`config.mk`:
```
export PLATFORM = sky130hd
export DESIGN_NAME = preset_config_status_readback
export DESIGN_NICKNAME = d
export VERILOG_FILES = /design/src/core/preset_status_pkg.sv /design/src/core/preset_config_status_readback.sv
export VERILOG_INCLUDE_DIRS = /design/src /design/src/core
export SDC_FILE = /design/constraint.sdc
export NUM_CORES = 1
export LEC_CHECK = 0
export BUFFER_PORTS_ARGS = -buffer_cell sky130_fd_sc_hd__buf_2
export CAP_MARGIN = 10
export CORE_ASPECT_RATIO = 0.5
export CORE_MARGIN = 1.5
export CORE_UTILIZATION = 35
export CTS_CLUSTER_DIAMETER = 40
export CTS_CLUSTER_SIZE = 25
export DETAILED_ROUTE_END_ITERATION = 12
export GPL_ROUTABILITY_DRIVEN = 0
export GPL_TIMING_DRIVEN = 0
export SYNTH_ARGS = -nofsm -noshare
export SYNTH_HDL_FRONTEND = slang
export SYNTH_SLANG_ARGS = --single-unit
```
`constraint.sdc`:
```
create_clock -name I_CLK -period 2.9 [get_ports I_CLK]
set_clock_uncertainty 0.2 [all_clocks]
set_input_delay 0.145 -clock I_CLK [delete_from_list [all_inputs] [get_ports I_CLK]]
set_output_delay 0.145 -clock I_CLK [all_outputs]
set_load 0.02 [all_outputs]
```
`src/core/preset_status_consts.svh`:
```
// offsets, field positions, reset values and decode values for preset/status
// Overview of operation
// - filter select bit: 0 normal 70 deg margin, 1 high 88.5 deg margin
// - bandwidth code 00 50 Hz, 01 1 Hz, 10 10 Hz, 11 100 Hz
// - tolerance code outer: 10%, 12 ppm, 48 ppm, 200 ppm
// - tolerance code inner: 8%, 9.6 ppm, 38 ppm, 160 ppm
// - writing 1 to load trigger starts ROM download, map untouched
// - load trigger clears itself when ROM download finishes
// - reset trigger soft-resets part, starts ROM download, clears when done
// - status readback registers are read-only, writes ignored
// - software writes 0x01 to update strobe; status refreshes from live state
// - memory status bit 3 set while ROM is being read
// - memory status bit 2 set on nonvolatile save or load error
// - bit 1 set while nonvolatile read, bit 0 while nonvolatile write
// - clock status bit 6: digital and output loops both locked
// - clock status bit 5: multiplier, output and digital loops all locked
// - clock status bit 4: output oscillator running correctly
// - clock status bit 3 set while output oscillator calibrates
// - clock status bit 2: output loop lock
// - clock status bit 1: system clock stability timer expired
// - clock status bit 0: multiplier lock
// - event bit set on its event unless masked
// - event bits sticky until per-event clear, clear-all, or reset
// - digital loop events bits 7..0: switch, closed, free, hold, freq, phase
`ifndef PRESET_STATUS_CONSTS_SVH
`define PRESET_STATUS_CONSTS_SVH

// register indices; byte address is four times the index
`define IDX_UPDATE_STROBE 12'h005
`define IDX_EVENT_MASK 12'h20A
`define IDX_EVENT_CONTROL 12'hA03
`define IDX_EVENT_CLEAR 12'hA06
`define IDX_PRESET_LOOP_SETTINGS 12'hC06
`define IDX_PRESET_LOAD_TRIGGER 12'hC07
`define IDX_PRESET_RESET_TRIGGER 12'hC08
`define IDX_MEMORY_STATUS 12'hD00
`define IDX_CLOCK_STATUS 12'hD01
`define IDX_STATUS_FIRST 12'hD00
`define IDX_STATUS_LAST 12'hD14
`define IDX_DIGITAL_EVENTS 12'hD04

`define UPDATE_STROBE_VALUE 8'h01
`define CLEAR_ALL_BIT 1
`define FILTER_SEL_BIT 4
`define BW_MSB 3
`define BW_LSB 2
`define TOL_MSB 1
`define TOL_LSB 0
`define TRIGGER_BIT 0

`define LOOP_SETTINGS_RESET 8'h00
`define EVENT_MASK_RESET 8'h00

// memory status bits
`define MEM_ROM_READ_BIT 3
`define MEM_FAULT_BIT 2
`define MEM_LOAD_BIT 1
`define MEM_SAVE_BIT 0
// clock status bits
`define CLK_DIG_OUT_LOCK_BIT 6
`define CLK_ALL_LOCK_BIT 5
`define CLK_OSC_OK_BIT 4
`define CLK_CAL_BIT 3
`define CLK_OUT_LOCK_BIT 2
`define CLK_STABLE_BIT 1
`define CLK_MULT_LOCK_BIT 0

// decoded settings
`define MARGIN_NORMAL_TENTHS_DEG 12'h2BC
`define MARGIN_HIGH_TENTHS_DEG 12'h375
`define BW_CODE00_HZ 8'h32
`define BW_CODE01_HZ 8'h01
`define BW_CODE10_HZ 8'h0A
`define BW_CODE11_HZ 8'h64
`define OUTER_TOL00_PPB 32'h05F5_E100
`define OUTER_TOL01_PPB 32'h0000_2EE0
`define OUTER_TOL10_PPB 32'h0000_BB80
`define OUTER_TOL11_PPB 32'h0003_0D40
`define INNER_TOL00_PPB 32'h04C4_B400
`define INNER_TOL01_PPB 32'h0000_2580
`define INNER_TOL10_PPB 32'h0000_9470
`define INNER_TOL11_PPB 32'h0002_7100

`define RESP_OKAY 2'h0
`define RESP_SLVERR 2'h2

`endif

```
`src/core/preset_status_pkg.sv`:
```
// types for the preset configuration and status block
package preset_status_pkg;
	typedef enum logic {ROM_IDLE, ROM_BUSY} rom_state_t;
	typedef logic [7:0] reg8_t;
endpackage

```
`src/core/preset_config_status_readback.sv`:
```
// preset configuration, ROM download triggers and status readback over AXI4-Lite
`include "preset_status_consts.svh"
module preset_config_status_readback (
	input wire logic I_CLK, // system clock, 10 MHz
	input wire logic I_RST, // synchronous reset, active high
	input wire logic [15:0] S_AXI_AWADDR, // write address, bytes
	input wire logic S_AXI_AWVALID, // write address valid
	output logic S_AXI_AWREADY, // write address ready
	input wire logic [31:0] S_AXI_WDATA, // write data
	input wire logic [3:0] S_AXI_WSTRB, // write byte enables
	input wire logic S_AXI_WVALID, // write data valid
	output logic S_AXI_WREADY, // write data ready
	output logic [1:0] S_AXI_BRESP, // write response
	output logic S_AXI_BVALID, // write response valid
	input wire logic S_AXI_BREADY, // write response ready
	input wire logic [15:0] S_AXI_ARADDR, // read address, bytes
	input wire logic S_AXI_ARVALID, // read address valid
	output logic S_AXI_ARREADY, // read address ready
	output logic [31:0] S_AXI_RDATA, // read data
	output logic [1:0] S_AXI_RRESP, // read response
	output logic S_AXI_RVALID, // read data valid
	input wire logic S_AXI_RREADY, // read data ready
	input wire logic I_ROM_DONE, // pulse: ROM download finished
	input wire logic I_NVM_LOAD_BUSY, // level: nonvolatile read running
	input wire logic I_NVM_SAVE_BUSY, // level: nonvolatile write running
	input wire logic I_NVM_FAULT, // level: nonvolatile save/load error
	input wire logic I_MULTIPLIER_LOCK, // system clock multiplier locked
	input wire logic I_OUTPUT_LOOP_LOCK, // output loop locked
	input wire logic I_DIGITAL_LOOP_LOCK, // digital loop locked
	input wire logic I_OUTPUT_OSCILLATOR_OK, // output oscillator running
	input wire logic I_OUTPUT_LOOP_CALIBRATING, // oscillator calibrating
	input wire logic I_STABILITY_TIMER_EXPIRED, // system clock stable
	input wire logic [7:0] I_DIGITAL_LOOP_EVENTS, // one-cycle event pulses
	output logic O_HIGH_MARGIN_FILTER_SELECT, // base loop filter select
	output logic [11:0] O_PHASE_MARGIN_TENTHS, // margin, tenths of degree
	output logic [1:0] O_LOOP_BANDWIDTH_CODE, // bandwidth code
	output logic [7:0] O_LOOP_BANDWIDTH_HZ, // decoded bandwidth, Hz
	output logic [1:0] O_TOLERANCE_CODE, // tolerance code
	output logic [31:0] O_OUTER_TOLERANCE_PPB, // outer tolerance, ppb
	output logic [31:0] O_INNER_TOLERANCE_PPB, // inner tolerance, ppb
	output logic O_ROM_LOAD_START, // pulse: begin ROM download
	output logic O_SOFT_RESET, // pulse: soft reset of the part
	output logic O_ROM_BUSY // ROM download under way
);
	// bus state
	logic aw_held_q, aw_held_d, w_held_q, w_held_d;
	logic [11:0] aw_idx_q, aw_idx_d;
	logic [7:0] wdata_q, wdata_d;
	logic wlane_q, wlane_d;
	logic bvalid_q, bvalid_d;
	logic [1:0] bresp_q, bresp_d;
	logic rvalid_q, rvalid_d;
	logic [31:0] rdata_q, rdata_d;
	logic [1:0] rresp_q, rresp_d;
	// register state
	preset_status_pkg::reg8_t settings_q, settings_d;
	preset_status_pkg::reg8_t mask_q, mask_d;
	logic load_trig_q, load_trig_d;
	logic reset_trig_q, reset_trig_d;
	preset_status_pkg::rom_state_t rom_q, rom_d;
	logic start_q, start_d;
	logic soft_rst_q, soft_rst_d;
	preset_status_pkg::reg8_t events_q, events_d;
	preset_status_pkg::reg8_t snap_mem_q, snap_mem_d;
	preset_status_pkg::reg8_t snap_clk_q, snap_clk_d;
	preset_status_pkg::reg8_t snap_evt_q, snap_evt_d;

	logic do_write;
	logic wr_on;
	logic [11:0] ar_idx;
	preset_status_pkg::reg8_t live_mem, live_clk, clr_mask, set_mask;

	assign do_write = aw_held_q && w_held_q && !bvalid_q;
	assign wr_on = do_write && wlane_q;
	assign ar_idx = S_AXI_ARADDR[13:2];

	// live status words
	always_comb
	begin
		live_mem = 8'h00;
		live_mem[`MEM_ROM_READ_BIT] = (rom_q == preset_status_pkg::ROM_BUSY);
		live_mem[`MEM_FAULT_BIT] = I_NVM_FAULT;
		live_mem[`MEM_LOAD_BIT] = I_NVM_LOAD_BUSY;
		live_mem[`MEM_SAVE_BIT] = I_NVM_SAVE_BUSY;
		live_clk = 8'h00;
		live_clk[`CLK_DIG_OUT_LOCK_BIT] =
			I_DIGITAL_LOOP_LOCK && I_OUTPUT_LOOP_LOCK;
		live_clk[`CLK_ALL_LOCK_BIT] = I_MULTIPLIER_LOCK &&
			I_OUTPUT_LOOP_LOCK && I_DIGITAL_LOOP_LOCK;
		live_clk[`CLK_OSC_OK_BIT] = I_OUTPUT_OSCILLATOR_OK;
		live_clk[`CLK_CAL_BIT] = I_OUTPUT_LOOP_CALIBRATING;
		live_clk[`CLK_OUT_LOCK_BIT] = I_OUTPUT_LOOP_LOCK;
		live_clk[`CLK_STABLE_BIT] = I_STABILITY_TIMER_EXPIRED;
		live_clk[`CLK_MULT_LOCK_BIT] = I_MULTIPLIER_LOCK;
	end

	// write channel: address and data taken in either order
	always_comb
	begin
		aw_held_d = aw_held_q;
		aw_idx_d = aw_idx_q;
		w_held_d = w_held_q;
		wdata_d = wdata_q;
		wlane_d = wlane_q;
		bvalid_d = bvalid_q;
		bresp_d = bresp_q;
		if (S_AXI_AWVALID && S_AXI_AWREADY)
		begin
			aw_held_d = 1'b1;
			aw_idx_d = S_AXI_AWADDR[13:2];
		end
		if (S_AXI_WVALID && S_AXI_WREADY)
		begin
			w_held_d = 1'b1;
			wdata_d = S_AXI_WDATA[7:0];
			wlane_d = S_AXI_WSTRB[0];
		end
		if (do_write)
		begin
			aw_held_d = 1'b0;
			w_held_d = 1'b0;
			bvalid_d = 1'b1;
			bresp_d = `RESP_OKAY;
			unique case (aw_idx_q)
				`IDX_UPDATE_STROBE, `IDX_EVENT_MASK, `IDX_EVENT_CONTROL,
				`IDX_EVENT_CLEAR, `IDX_PRESET_LOOP_SETTINGS,
				`IDX_PRESET_LOAD_TRIGGER, `IDX_PRESET_RESET_TRIGGER:
					bresp_d = `RESP_OKAY;
				default:
					// status range accepts and drops the write
					if (aw_idx_q < `IDX_STATUS_FIRST ||
						aw_idx_q > `IDX_STATUS_LAST)
						bresp_d = `RESP_SLVERR;
			endcase
		end
		else if (bvalid_q && S_AXI_BREADY)
			bvalid_d = 1'b0;
	end

	always_ff @(posedge I_CLK)
	begin
		if (I_RST)
		begin
			aw_held_q <= 1'b0;
			aw_idx_q <= 12'h000;
			w_held_q <= 1'b0;
			wdata_q <= 8'h00;
			wlane_q <= 1'b0;
			bvalid_q <= 1'b0;
			bresp_q <= `RESP_OKAY;
		end
		else
		begin
			aw_held_q <= aw_held_d;
			aw_idx_q <= aw_idx_d;
			w_held_q <= w_held_d;
			wdata_q <= wdata_d;
			wlane_q <= wlane_d;
			bvalid_q <= bvalid_d;
			bresp_q <= bresp_d;
		end
	end

	assign S_AXI_AWREADY = !aw_held_q && !bvalid_q;
	assign S_AXI_WREADY = !w_held_q && !bvalid_q;
	assign S_AXI_BVALID = bvalid_q;
	assign S_AXI_BRESP = bresp_q;

	// configuration, triggers, ROM download sequencing
	always_comb
	begin
		settings_d = settings_q;
		mask_d = mask_q;
		load_trig_d = load_trig_q;
		reset_trig_d = reset_trig_q;
		rom_d = rom_q;
		start_d = 1'b0;
		soft_rst_d = 1'b0;
		if (wr_on && aw_idx_q == `IDX_PRESET_LOOP_SETTINGS)
			settings_d = {3'b000, wdata_q[4:0]};
		if (wr_on && aw_idx_q == `IDX_EVENT_MASK)
			mask_d = wdata_q;
		unique case (rom_q)
			preset_status_pkg::ROM_IDLE:
			begin
				// a trigger written during a download is ignored
				if (wr_on && aw_idx_q == `IDX_PRESET_LOAD_TRIGGER &&
					wdata_q[`TRIGGER_BIT])
				begin
					load_trig_d = 1'b1;
					start_d = 1'b1;
					rom_d = preset_status_pkg::ROM_BUSY;
				end
				else if (wr_on && aw_idx_q == `IDX_PRESET_RESET_TRIGGER &&
					wdata_q[`TRIGGER_BIT])
				begin
					reset_trig_d = 1'b1;
					soft_rst_d = 1'b1;
					start_d = 1'b1;
					rom_d = preset_status_pkg::ROM_BUSY;
				end
			end
			preset_status_pkg::ROM_BUSY:
				if (I_ROM_DONE)
				begin
					load_trig_d = 1'b0;
					reset_trig_d = 1'b0;
					rom_d = preset_status_pkg::ROM_IDLE;
				end
		endcase
	end

	always_ff @(posedge I_CLK)
	begin
		if (I_RST)
		begin
			settings_q <= `LOOP_SETTINGS_RESET;
			mask_q <= `EVENT_MASK_RESET;
			load_trig_q <= 1'b0;
			reset_trig_q <= 1'b0;
			rom_q <= preset_status_pkg::ROM_IDLE;
			start_q <= 1'b0;
			soft_rst_q <= 1'b0;
		end
		else
		begin
			settings_q <= settings_d;
			mask_q <= mask_d;
			load_trig_q <= load_trig_d;
			reset_trig_q <= reset_trig_d;
			rom_q <= rom_d;
			start_q <= start_d;
			soft_rst_q <= soft_rst_d;
		end
	end

	// sticky digital loop events; a new event beats a clear in the same cycle
	always_comb
	begin
		clr_mask = 8'h00;
		if (wr_on && aw_idx_q == `IDX_EVENT_CLEAR)
			clr_mask = wdata_q;
		if (wr_on && aw_idx_q == `IDX_EVENT_CONTROL &&
			wdata_q[`CLEAR_ALL_BIT])
			clr_mask = 8'hFF;
		set_mask = I_DIGITAL_LOOP_EVENTS & ~mask_q;
		events_d = (events_q & ~clr_mask) | set_mask;
	end

	always_ff @(posedge I_CLK)
	begin
		if (I_RST)
			events_q <= 8'h00;
		else
			events_q <= events_d;
	end

	// status snapshot, refreshed only by the update strobe
	always_comb
	begin
		snap_mem_d = snap_mem_q;
		snap_clk_d = snap_clk_q;
		snap_evt_d = snap_evt_q;
		if (wr_on && aw_idx_q == `IDX_UPDATE_STROBE &&
			wdata_q == `UPDATE_STROBE_VALUE)
		begin
			snap_mem_d = live_mem;
			snap_clk_d = live_clk;
			snap_evt_d = events_d;
		end
	end

	always_ff @(posedge I_CLK)
	begin
		if (I_RST)
		begin
			snap_mem_q <= 8'h00;
			snap_clk_q <= 8'h00;
			snap_evt_q <= 8'h00;
		end
		else
		begin
			snap_mem_q <= snap_mem_d;
			snap_clk_q <= snap_clk_d;
			snap_evt_q <= snap_evt_d;
		end
	end

	// read channel: data one cycle after the address is taken
	always_comb
	begin
		rvalid_d = rvalid_q;
		rdata_d = rdata_q;
		rresp_d = rresp_q;
		if (S_AXI_ARVALID && S_AXI_ARREADY)
		begin
			rvalid_d = 1'b1;
			rresp_d = `RESP_OKAY;
			rdata_d = 32'h0000_0000;
			unique case (ar_idx)
				`IDX_PRESET_LOOP_SETTINGS: rdata_d[7:0] = settings_q;
				`IDX_PRESET_LOAD_TRIGGER: rdata_d[0] = load_trig_q;
				`IDX_PRESET_RESET_TRIGGER: rdata_d[0] = reset_trig_q;
				`IDX_EVENT_MASK: rdata_d[7:0] = mask_q;
				`IDX_UPDATE_STROBE, `IDX_EVENT_CONTROL, `IDX_EVENT_CLEAR:
					rdata_d = 32'h0000_0000;
				`IDX_MEMORY_STATUS: rdata_d[7:0] = snap_mem_q;
				`IDX_CLOCK_STATUS: rdata_d[7:0] = snap_clk_q;
				`IDX_DIGITAL_EVENTS: rdata_d[7:0] = snap_evt_q;
				default:
					if (ar_idx < `IDX_STATUS_FIRST || ar_idx > `IDX_STATUS_LAST)
						rresp_d = `RESP_SLVERR;
			endcase
		end
		else if (rvalid_q && S_AXI_RREADY)
			rvalid_d = 1'b0;
	end

	always_ff @(posedge I_CLK)
	begin
		if (I_RST)
		begin
			rvalid_q <= 1'b0;
			rdata_q <= 32'h0000_0000;
			rresp_q <= `RESP_OKAY;
		end
		else
		begin
			rvalid_q <= rvalid_d;
			rdata_q <= rdata_d;
			rresp_q <= rresp_d;
		end
	end

	assign S_AXI_ARREADY = !rvalid_q;
	assign S_AXI_RVALID = rvalid_q;
	assign S_AXI_RDATA = rdata_q;
	assign S_AXI_RRESP = rresp_q;

	// decoded preset settings
	assign O_HIGH_MARGIN_FILTER_SELECT = settings_q[`FILTER_SEL_BIT];
	assign O_PHASE_MARGIN_TENTHS = settings_q[`FILTER_SEL_BIT] ?
		`MARGIN_HIGH_TENTHS_DEG : `MARGIN_NORMAL_TENTHS_DEG;
	assign O_LOOP_BANDWIDTH_CODE = settings_q[`BW_MSB:`BW_LSB];
	assign O_TOLERANCE_CODE = settings_q[`TOL_MSB:`TOL_LSB];

	always_comb
	begin
		unique case (settings_q[`BW_MSB:`BW_LSB])
			2'b00: O_LOOP_BANDWIDTH_HZ = `BW_CODE00_HZ;
			2'b01: O_LOOP_BANDWIDTH_HZ = `BW_CODE01_HZ;
			2'b10: O_LOOP_BANDWIDTH_HZ = `BW_CODE10_HZ;
			2'b11: O_LOOP_BANDWIDTH_HZ = `BW_CODE11_HZ;
		endcase
		unique case (settings_q[`TOL_MSB:`TOL_LSB])
			2'b00:
			begin
				O_OUTER_TOLERANCE_PPB = `OUTER_TOL00_PPB;
				O_INNER_TOLERANCE_PPB = `INNER_TOL00_PPB;
			end
			2'b01:
			begin
				O_OUTER_TOLERANCE_PPB = `OUTER_TOL01_PPB;
				O_INNER_TOLERANCE_PPB = `INNER_TOL01_PPB;
			end
			2'b10:
			begin
				O_OUTER_TOLERANCE_PPB = `OUTER_TOL10_PPB;
				O_INNER_TOLERANCE_PPB = `INNER_TOL10_PPB;
			end
			2'b11:
			begin
				O_OUTER_TOLERANCE_PPB = `OUTER_TOL11_PPB;
				O_INNER_TOLERANCE_PPB = `INNER_TOL11_PPB;
			end
		endcase
	end

	assign O_ROM_LOAD_START = start_q;
	assign O_SOFT_RESET = soft_rst_q;
	assign O_ROM_BUSY = (rom_q == preset_status_pkg::ROM_BUSY);
endmodule

```
# == Yosys cells after proc, flatten, opt, wreduce, memory -nomap -nowiden ==
# Cells that the tools add are included.
# totals
wordCells,126
in_bits,93
regBits,82
output_inout_bits,133
# op_classes
bitwise_logic,6
magnitude_cmp,4
reduce_logical,41
mux,26
n_eq_ne,28
# op_table
op,n
one-hot mux 32 bit (4 select lines),2
"== test 12 bit, second input constant",13
one-hot mux 7 bit (5 select lines),1
one-hot mux 8 bit (4 select lines),1
"== test 12 x 10 -> 1 bit, second input constant",2
"== test 12 x 3 -> 1 bit, second input constant",2
"greater-than comparator 12 bit, second input constant",2
logical AND 1 bit,24
"< comparator 12 bit, second input constant",2
bitwise AND 8 bit,2
two-way mux 8 bit,2
NOT 8 bit,2
two-way mux 1 bit,11
OR reduction 10 bit,1
two-way mux 9 bit,1
"== test 2 bit, second input constant",4
"== test 8 x 1 -> 1 bit, second input constant",1
two-way mux 2 bit,4
"inequality test 2 bit, second input constant",4
OR 8 bit,1
one-hot mux 1 bit (7 select lines),1
OR reduction 7 bit,1
one-hot mux 1 bit (2 select lines),3
"== test 2 x 1 -> 1 bit, second input constant",2
other kinds (9),16

# == Longest topological paths before layout ==
# Gate-level depths: netlist of the first run.
# logic_depth
word_depth,9
depth_mapped,7
mapped_depth_nobuf,5

# == Worst setup path after synthesis of the first run ==
# No wires, ideal clock.
# synth_timing
kind,flip-flop to flip-flop
start,"register bvalid_q, in the netlist S_AXI_BVALID"
end,register settings_q[1]
t_required_ns,2.572
path_buffers,1
setup_time_ns,0.128
t_arrival_ns,1.869
synth_period_minus_slack_ns,2.197
stages_incl_launch_ff,7
slack_ns,0.703
cell_sequence,dfxtp_1 nand4b_1 nor4_4 nor2b_1 buf_2 mux2i_1 nor2_1
# synth_via
elab_chain_cells,4
# synth_rtl
item,line_no,source
from (decl),preset_config_status_readback.sv:50,"logic bvalid_q, bvalid_d;"
from (signal assigned),preset_config_status_readback.sv:159,bvalid_q <= bvalid_d;
logical NOT 1 bit,preset_config_status_readback.sv:73,assign do_write = aw_held_q && w_held_q && !bvalid_q;
logical AND 1 bit,preset_config_status_readback.sv:73,
logical AND 1 bit,preset_config_status_readback.sv:74,assign wr_on = do_write && wlane_q;
logical AND 1 bit (no source line),--,
to (signal assigned),preset_config_status_readback.sv:217,settings_q <= `LOOP_SETTINGS_RESET;
to (signal assigned),preset_config_status_readback.sv:227,settings_q <= settings_d;
to (decl),preset_config_status_readback.sv:56,"preset_status_pkg::reg8_t settings_q, settings_d;"
# Every way passes these cells.
# A chain may end at the register's enable or synchronous reset.

# == Worst setup path after layout of the first run ==
# layout_timing
start,input S_AXI_ARADDR[9]
end,"register rdata_q[4], in the netlist S_AXI_RDATA[4]"
# layout_via
elab_chain_cells,2
word_cells_on_any_way,6
cone_classes,eq/ne (5); mux (1)
# layout_rtl
item,line_no,source
from (decl),preset_config_status_readback.sv:16,"input wire logic [15:0] S_AXI_ARADDR,"
== test 12 bit or == test 12 x 10 -> 1 bit (tied branches),preset_config_status_readback.sv:300,unique case (ar_idx)
one-hot mux 7 bit (5 select lines) (*),preset_config_status_readback.sv:300,
to (signal assigned),preset_config_status_readback.sv:330,rdata_q <= rdata_d;
to (decl),preset_config_status_readback.sv:53,"logic [31:0] rdata_q, rdata_d;"
# Every way passes the cells marked *; elsewhere a longest branch is shown, timed or not.

==> impl_metrics.ini, run 1 <==
[run_status]
outcome = finished, final reports clean

[critical_path]
worstPathArrival_ps = 2700
worstSetupPathType = in2reg
cp.required_ps = 2980
startpoint_type = input pin
crit_path_end_kind = flop
critical_path.max_fanout = 10

[global_routing]
grt_use_total = 0.179
grt_antenna_before_repair = 0
met3_usage = 0.0365
gr-usage-met2 = 0.283
grt_pass1_wl_mm = 19.4
met1_usage = 0.252
grt_pass1_vias = 3808
busiest_layer = met2
overflow = 0
grt_start_max_net_pins = 15

[synth]
synth_edf_count = 0
synth_cells = 556
synthDistinctLibCells = 60
synthFlopType = dfxtp_1
ys_warn_count = 0
syn_area_per_cell_um2 = 8.12
async_flop_share = 0
synth-seq-cells = 80
synth.cell_area_um2 = 4510
yosysSeqAreaShare = 0.355

[timing]
fmax_mhz = 382
hold_viol = 0
post-route-min-period_ps = 2620
fin_crit_sh = 0.903
slew-limit-headroom = 0.474
drv_slew = 0
rsz0062_at_grt = false
worstMarginPinSlew_ps = 788
setup_ws_ps = 282
setup_viol = 0
fin_setup_tns_ps = 0

[place]
hpwl_mm = 9.51
place_inst = 912
place_ws_ps = 385
portBuffers = 125

[clocking]
post_cts_buffers = 0
cts_tree = built
insertion_delay_ps = 340
clock-root-buffer = clkbuf_16
cts.sinks = 80
clockBufferDepth = 2
cts_buffers = 9
htreeDepth = 3
clk_pin_slew_worst_paths_ps = 60

[power_and_ir_drop]
p_per_area_nw_per_um2 = 436
p_leak_nw = 2.81
vdd_drop_max_uv = 305

[final_layout]
final_nets = 902
final_cells = 973
drive_gt1_frac = 0.323
layout_commonest_cell = buf_2
syn_to_final_growth_pct = 40.4
mostFrequentLayoutCells = buf_2, buf_4, nand2_1, dfxtp_1, conb_1
diodes = 0
fillers = 1268

[die]
chipWidth_um = 164
start_util = 0.358
placementRows = 29
io-pin-count = 226
die_h_um = 83.3
core_um2 = 12600
dieArea_um2 = 13600

[min_path]
hp-class = in2reg

[drt]
drt-initial-drc-count = 294
wire_per_inst_um = 12.8
first_pass_iters = 5
wl_mm = 12.4
vias_per_cell = 4.52
drc = 0
detail-route-antenna-nets = 0
vias = 4398

[job]
max_cap_viol_count = 0
## layout make-up
cell class / count / area [um^2] / share of cell area
Buffer: 116 / 801 / 0.126
Timing Repair Buffer: 170 / 1080 / 0.170
Clock buffer: 10 / 239 / 0.0377
Clock inverter: 6 / 67.6 / 0.0107
Multi-Input combinational cell: 402 / 2270 / 0.358
Inverter: 19 / 71.3 / 0.0113
Tap cell: 170 / 213 / 0.0336
Sequential cell: 80 / 1600 / 0.253
## power breakdown
group	total, W	switching [W]	internal (W)	leakage, nW
Clock	0.00114	0.000451	0.000692	0.145
Sequential	0.00118	0.0000370	0.00114	0.652
Combinational	0.000444	0.000247	0.000197	2.01
Total	0.00276	0.000735	0.00203	2.81
## worst paths after layout
| check | start | depth (start not counted) | end | slack (ps) |
|---|---|---|---|---|
| setup reg to reg | S_AXI_BVALID$_SDFFE_PP0P_ | 6 | settings_q[3]$_SDFFE_PP0P_ | 390 |
| setup / recovery | S_AXI_ARADDR[9] | 8 | S_AXI_RDATA[4]$_SDFFE_PP0P_ | 280 |
| hold reg to reg | S_AXI_RDATA[4]$_SDFFE_PP0P_ | 1 | S_AXI_RDATA[4]$_SDFFE_PP0P_ | 250 |
| hold / removal | S_AXI_AWVALID | 4 | aw_held_q$_SDFFE_PP0P_ | 90 |
## cells in the mapped netlist, types with 4 or more instances
cell type	number	share of area
nor3_1	6	0.0067
mux2_2	5	0.012
a211oi_1	12	0.020
nand2_1	84	0.070
mux2i_1	5	0.011
inv_1	19	0.016
nor2b_1	5	0.0069
ha_1	11	0.030
a21oi_1	50	0.055
o21ai_0	15	0.017
nor4_1	8	0.011
nand3b_1	7	0.012
a32oi_1	7	0.014
nand3_1	15	0.017
nand4_1	4	0.0055
dfxtp_1	80	0.35
nor2_1	38	0.032
clkbuf_1	17	0.014
buf_2	5	0.0055
or2_2	5	0.0069
buf_4	91	0.15
nand2b_1	6	0.0083
## kinds of logic after synthesis
family	share of synthesized area
mux	0.0236
simple gates	0.241
other cells	0.00166
compound gates	0.152
buf+inv	0.193
fa+ha+maj	0.0305
xor+xnor	0.00388
flops	0.355
## state kept, by name, indices dropped and copies added, names as in the netlist, 4 cells and up
name and cells:
snap_mem_q 4, wdata_q 8, aw_idx_q 12, mask_q 8, snap_clk_q 7, S_AXI_RDATA 8, events_q 8, settings_q 5
snap_evt_q 8
## metrics by stage
stage | total power [W] | area, um^2 | hold slack, ps | utilization
4_1_cts | 0.00279 | 6340 | 81.4 | 0.502
3_5_place_dp | 0.00159 | 5580 | 177 | 0.442
6_report | 0.00276 | 6340 | 89.7 | 0.502
3_3_place_gp | 0.00159 | 5580 | 171 | 0.442
5_1_grt | 0.00288 | 6340 | 133 | 0.502
2_1_floorplan | 0.00148 | 4740 | 56.0 | -
## per-layer routing
layer  up-vias  wire length, um
li1       2251                -
met1      1981             6060
met2       158             5460
met3         8              839
met4         0               76
met5         -                0
## critical path: stages
cell and delay (ps):
dlygate4sd3_1 540, buf_2 140, nor4_1 370, and4_2 320
clkbuf_1 380, a222oi_1 200, a2111oi_1 490, a21o_1 120
## repair_timing
item / in CTS / in global routing
resized for setup: 0 / 0
hold endpoints to repair: 46 / 0
hold buffers: 45 / 0
Power figures use the tool's default switching activity.
==> run 2: changes to the inputs <==
REMOVE_ABC_BUFFERS = 1   (was not set)
==> impl_metrics.ini, run 2 (synthesis gave the netlist of run 1 again) <==
[run_status]
outcome = finished, final reports clean

[clocking]
cts_buffers = 9
clockBufferDepth = 2
cts_tree = built
clock-root-buffer = clkbuf_16
cts.sinks = 80
htreeDepth = 3
clk_pin_slew_worst_paths_ps = 60
ctsResizeCount = 0
insertion_delay_ps = 340

[place]
portBuffers = 127
hpwl_mm = 8.15
place_ws_ps = 68.2

[timing]
rsz0062_at_grt = false
fmax_mhz = 371
drv_slew = 0
worstMarginPinSlew_ps = 997
fin_crit_sh = 0.930
setup_viol = 0
setup_ws_ps = 203
hold_viol = 0
post-route-min-period_ps = 2700
slew-limit-headroom = 0.332

[critical_path]
worstSetupPathType = reg2reg
reg2reg_depth = 5
worstPathArrival_ps = 2750
r2r_slack_ps = 200
startpoint_type = flop
rr_endpoint = snap_evt_q[5]$_SDFFE_PP0P_
crit_path_end = snap_evt_q[5]$_SDFFE_PP0P_
crit_path_end_kind = flop
critical_path.max_fanout = 13
crit-reg2reg-launch = aw_idx_q[4]$_SDFFE_PP0P_
cp.required_ps = 2960
crit_path_start = aw_idx_q[4]$_SDFFE_PP0P_

[global_routing]
grt_antenna_before_repair = 0
grt_pass1_wl_mm = 18.1
overflow = 0
grt_use_total = 0.167
grt_pass1_vias = 3619
grt_start_max_net_pins = 45

[power_and_ir_drop]
p_comb_frac = 0.140
p_leak_nw = 2.28
p_per_area_nw_per_um2 = 471
vdd_drop_max_uv = 309
swShare = 0.273
pwr-share-seq = 0.452
cellInternalPower_w = 0.00189
p_sw_w = 0.000709
p_clk_frac = 0.409

[die]
start_util = 0.358
core_um2 = 12600
chipWidth_um = 164
dieArea_um2 = 13600
die_h_um = 83.3
io-pin-count = 226
placementRows = 29

[min_path]
hp-class = in2reg
min-delay-start = I_DIGITAL_LOOP_EVENTS[1]

[drt]
drt-initial-drc-count = 354
wire_per_inst_um = 13.5
wl_mm = 11.6
vias = 4096
first_pass_iters = 5
detail-route-antenna-nets = 0
drc = 0
vias_per_cell = 4.77

[final_layout]
final_nets = 788
diodes = 0
largest_reg_flops = 12
layout_commonest_cell = buf_2
drive_gt1_frac = 0.240
mostFrequentLayoutCells = buf_2, nand2_1, dfxtp_1, conb_1, a21oi_1
fin_util = 0.438
largest_register = aw_idx_q
fillers = 1278
syn_to_final_growth_pct = 22.5

[job]
max_cap_viol_count = 0
==> run 2: cell count changes in the layout (fill, tap and decap cells not counted), sizes merged <==
cell / before / now
clkinvlp: 2 / 0
clkinv: 2 / 3
nor3: 7 / 8
dlygate4sd3: 45 / 42
bufinv: 1 / 0
clkbuf: 28 / 11
buf: 223 / 129
==> run 2: repair_timing <==
action / in CTS / in global routing
hold buffers: 42 / 0
endpoints found under the hold margin: 45 / 0
buffers inserted: 0 / 1
endpoints found under the setup margin: 0 / 6
==> run 2: layout make-up <==
type                    count  area [um^2]  area share
multi-input cells         403         2280       0.412
flip-flops and latches     80         1600       0.290
repair buffers            171         1080       0.196
clock buffers              11          253      0.0457
well taps                 170          213      0.0385
inverters                  19         71.3      0.0129
clock inverters             4         27.5     0.00498
==> run 2: per-layer routing <==
metal  track usage  vias up  part of all wire  wire [um]
li1              -     2029                 -          -
met1         0.231     1893              0.48       5520
met2         0.262      162              0.45       5230
met3        0.0320       12             0.063        727
met4        0.0529        0             0.010        121
met5             0        -                 0          0
==> run 2: through the flow <==
stage / power (W) / hold slack (ps) / area, um^2 / std cells / TNS [ps]
after detailed placement: 0.00151 / 193 / 4810 / 799 / 0
after CTS: 0.00261 / 45.4 / 5510 / 856 / 0
final: 0.00260 / 58.9 / 5530 / 858 / 0
after global routing: 0.00271 / 101 / 5530 / 858 / 0
after global placement: 0.00151 / 189 / 4790 / 798 / 0
after floorplan: 0.00139 / 14.1 / 3940 / 501 / -637
==> run 2: power groups by stage <==
stage / Sequential (W) / Combinational (W) / Clock, W
2_1_floorplan: 0.00120 / 0.000193 / 0
3_3_place_gp: 0.00120 / 0.000307 / 0
3_5_place_dp: 0.00120 / 0.000314 / 0
4_1_cts: 0.00118 / 0.000358 / 0.00108
5_1_grt: 0.00118 / 0.000398 / 0.00113
6_report: 0.00118 / 0.000363 / 0.00106
==> run 2: worst min-delay path by stage <==
| stage | endpoint | slack, ps | depth (start not counted) |
|---|---|---|---|
| after floorplan | S_AXI_BVALID$_SDFFE_PP0P_ | 10 | 1 |
| after global placement | load_trig_q$_SDFFE_PP0P_ | 190 | 2 |
| after detailed placement | aw_idx_q[3]$_SDFFE_PP0P_ | 190 | 3 |
| after CTS | events_q[1]$_SDFF_PP0_ | 50 | 4 |
| after global routing | S_AXI_RDATA[3]$_SDFFE_PP0P_ | 100 | 4 |
| final | events_q[1]$_SDFF_PP0_ | 60 | 4 |
==> run 2: worst max-delay path: stages (launching register included) <==
cell      delay (ps)
dfxtp_1          340
or4_1            540
nand3b_1         360
nor3_2           880
nor2_1            70
a211oi_1         220
==> run 3: changes to the inputs <==
clock period = 3.3 ns   (was 2.9 ns; I/O delays follow)
==> impl_metrics.ini, run 3 (synthesis gave the netlist of run 1 again) <==
[clocking]
cts_buffers = 9
ctsResizeCount = 0
cts_tree = built
cts_hold_buf = 42
htreeDepth = 3
cts.sinks = 80
insertion_delay_ps = 340
clock-root-buffer = clkbuf_16
post_cts_buffers = 0
clockBufferDepth = 2
clk_pin_slew_worst_paths_ps = 60

[final_layout]
diodes = 0
largest_reg_flops = 12
final_nets = 786
drive_gt1_frac = 0.238
layout_commonest_cell = buf_2
fin_util = 0.436
final_design_area_no_fill_um2 = 5510
mostFrequentLayoutCells = buf_2, nand2_1, dfxtp_1, conb_1, a21oi_1
largest_register = aw_idx_q
syn_to_final_growth_pct = 22.1

[timing]
drv_slew = 0
hold_viol = 0
rsz0062_at_grt = false
post-route-min-period_ps = 2850
worstMarginPinSlew_ps = 1100
fin_crit_sh = 0.864
fmax_mhz = 351
slew-limit-headroom = 0.266
fin_setup_tns_ps = 0
setup_viol = 0
setup_ws_ps = 450

[drt]
first_pass_iters = 6
detail-route-antenna-nets = 0
vias = 4083
wire_per_inst_um = 13.3
drc = 0
drt-initial-drc-count = 326
wl_mm = 11.4
vias_per_cell = 4.77

[power_and_ir_drop]
p_clk_frac = 0.408
p_per_area_nw_per_um2 = 414
p_sw_w = 0.000619
power_w = 0.00228
vdd_drop_max_uv = 270
swShare = 0.271
pwr-share-seq = 0.453
cellInternalPower_w = 0.00166
p_leak_nw = 2.28
p_comb_frac = 0.139

[critical_path]
rr_endpoint = settings_q[3]$_SDFFE_PP0P_
startpoint_type = flop
crit_path_end_kind = flop
critical_path.max_fanout = 10
crit-reg2reg-launch = S_AXI_BVALID$_SDFFE_PP0P_
worstSetupPathType = reg2reg
worstPathArrival_ps = 2850
cp.required_ps = 3300
reg2reg_depth = 5
r2r_slack_ps = 450

[global_routing]
grt_use_total = 0.167
grt_antenna_before_repair = 0
grt_pass1_wl_mm = 18.1
grt_pass1_vias = 3619
grt_start_max_net_pins = 45
overflow = 0

[die]
dieArea_um2 = 13600
start_util = 0.358
io-pin-count = 226
placementRows = 29
core_um2 = 12600
chipWidth_um = 164
die_h_um = 83.3

[run_status]
outcome = finished, final reports clean

[min_path]
holdPathEnd = events_q[1]$_SDFF_PP0_
min-delay-start = I_DIGITAL_LOOP_EVENTS[1]
hold_depth = 4
hp-class = in2reg

[place]
portBuffers = 127
hpwl_mm = 8.15
place_ws_ps = 468
placed_area_um2 = 4810

[job]
max_cap_viol_count = 0
==> run 3: changes by cell type in the layout (fill, tap and decap cells not counted) <==
cell / change
buf_4: -1
nor3_2: -1
==> run 3: area by class of cell <==
cell class	count	area, um^2
multi-input combinational	402	2270
sequential	80	1600
tap	170	213
timing repair buffer	170	1080
clock buffer	11	253
clock inverter	4	27.5
fill	1276	7120
inverter	19	71.3
==> run 3: worst max-delay path: stages (launching register included) <==
cell	delay, ps
dfxtp_1	350
nand4b_1	590
nor4_4	700
nor2b_1	560
mux2i_1	260
nor2_1	50
==> run 3: how the worst max path moves through the flow <==
stage / depth (start not counted) / endpoint / from / slack [ps]
2_1_floorplan: 3 / O_INNER_TOLERANCE_PPB[15] / settings_q[0]$_SDFFE_PP0P_ / 160
3_3_place_gp: 5 / settings_q[0]$_SDFFE_PP0P_ / S_AXI_BVALID$_SDFFE_PP0P_ / 480
3_5_place_dp: 5 / settings_q[2]$_SDFFE_PP0P_ / S_AXI_BVALID$_SDFFE_PP0P_ / 470
4_1_cts: 5 / settings_q[3]$_SDFFE_PP0P_ / S_AXI_BVALID$_SDFFE_PP0P_ / 440
5_1_grt: 5 / settings_q[2]$_SDFFE_PP0P_ / S_AXI_BVALID$_SDFFE_PP0P_ / 200
6_report: 5 / settings_q[3]$_SDFFE_PP0P_ / S_AXI_BVALID$_SDFFE_PP0P_ / 450
==> run 3: per-stage QoR <==
stage	hold WS [ps]	cells
final	80.5	856
after global routing	121	856
after CTS	65.4	856
after detailed placement	213	799
after global placement	209	798
after floorplan	34.1	501
==> run 3: metal layers <==
layer,wire (um),vias up,global-route usage
met3,681,10,0.0320
met2,5090,154,0.262
met1,5480,1884,0.231
met4,122,0,0.0529
li1,-,2035,-
met5,0,-,0
==> run 3: power by group through the flow <==
| stage | Combinational, W | Clock (W) | Sequential (W) |
|---|---|---|---|
| 3_3_place_gp | 0.000270 | 0 | 0.00105 |
| 4_1_cts | 0.000314 | 0.000946 | 0.00103 |
| 3_5_place_dp | 0.000276 | 0 | 0.00105 |
| 2_1_floorplan | 0.000170 | 0 | 0.00105 |
| 6_report | 0.000317 | 0.000932 | 0.00103 |
| 5_1_grt | 0.000347 | 0.000991 | 0.00104 |
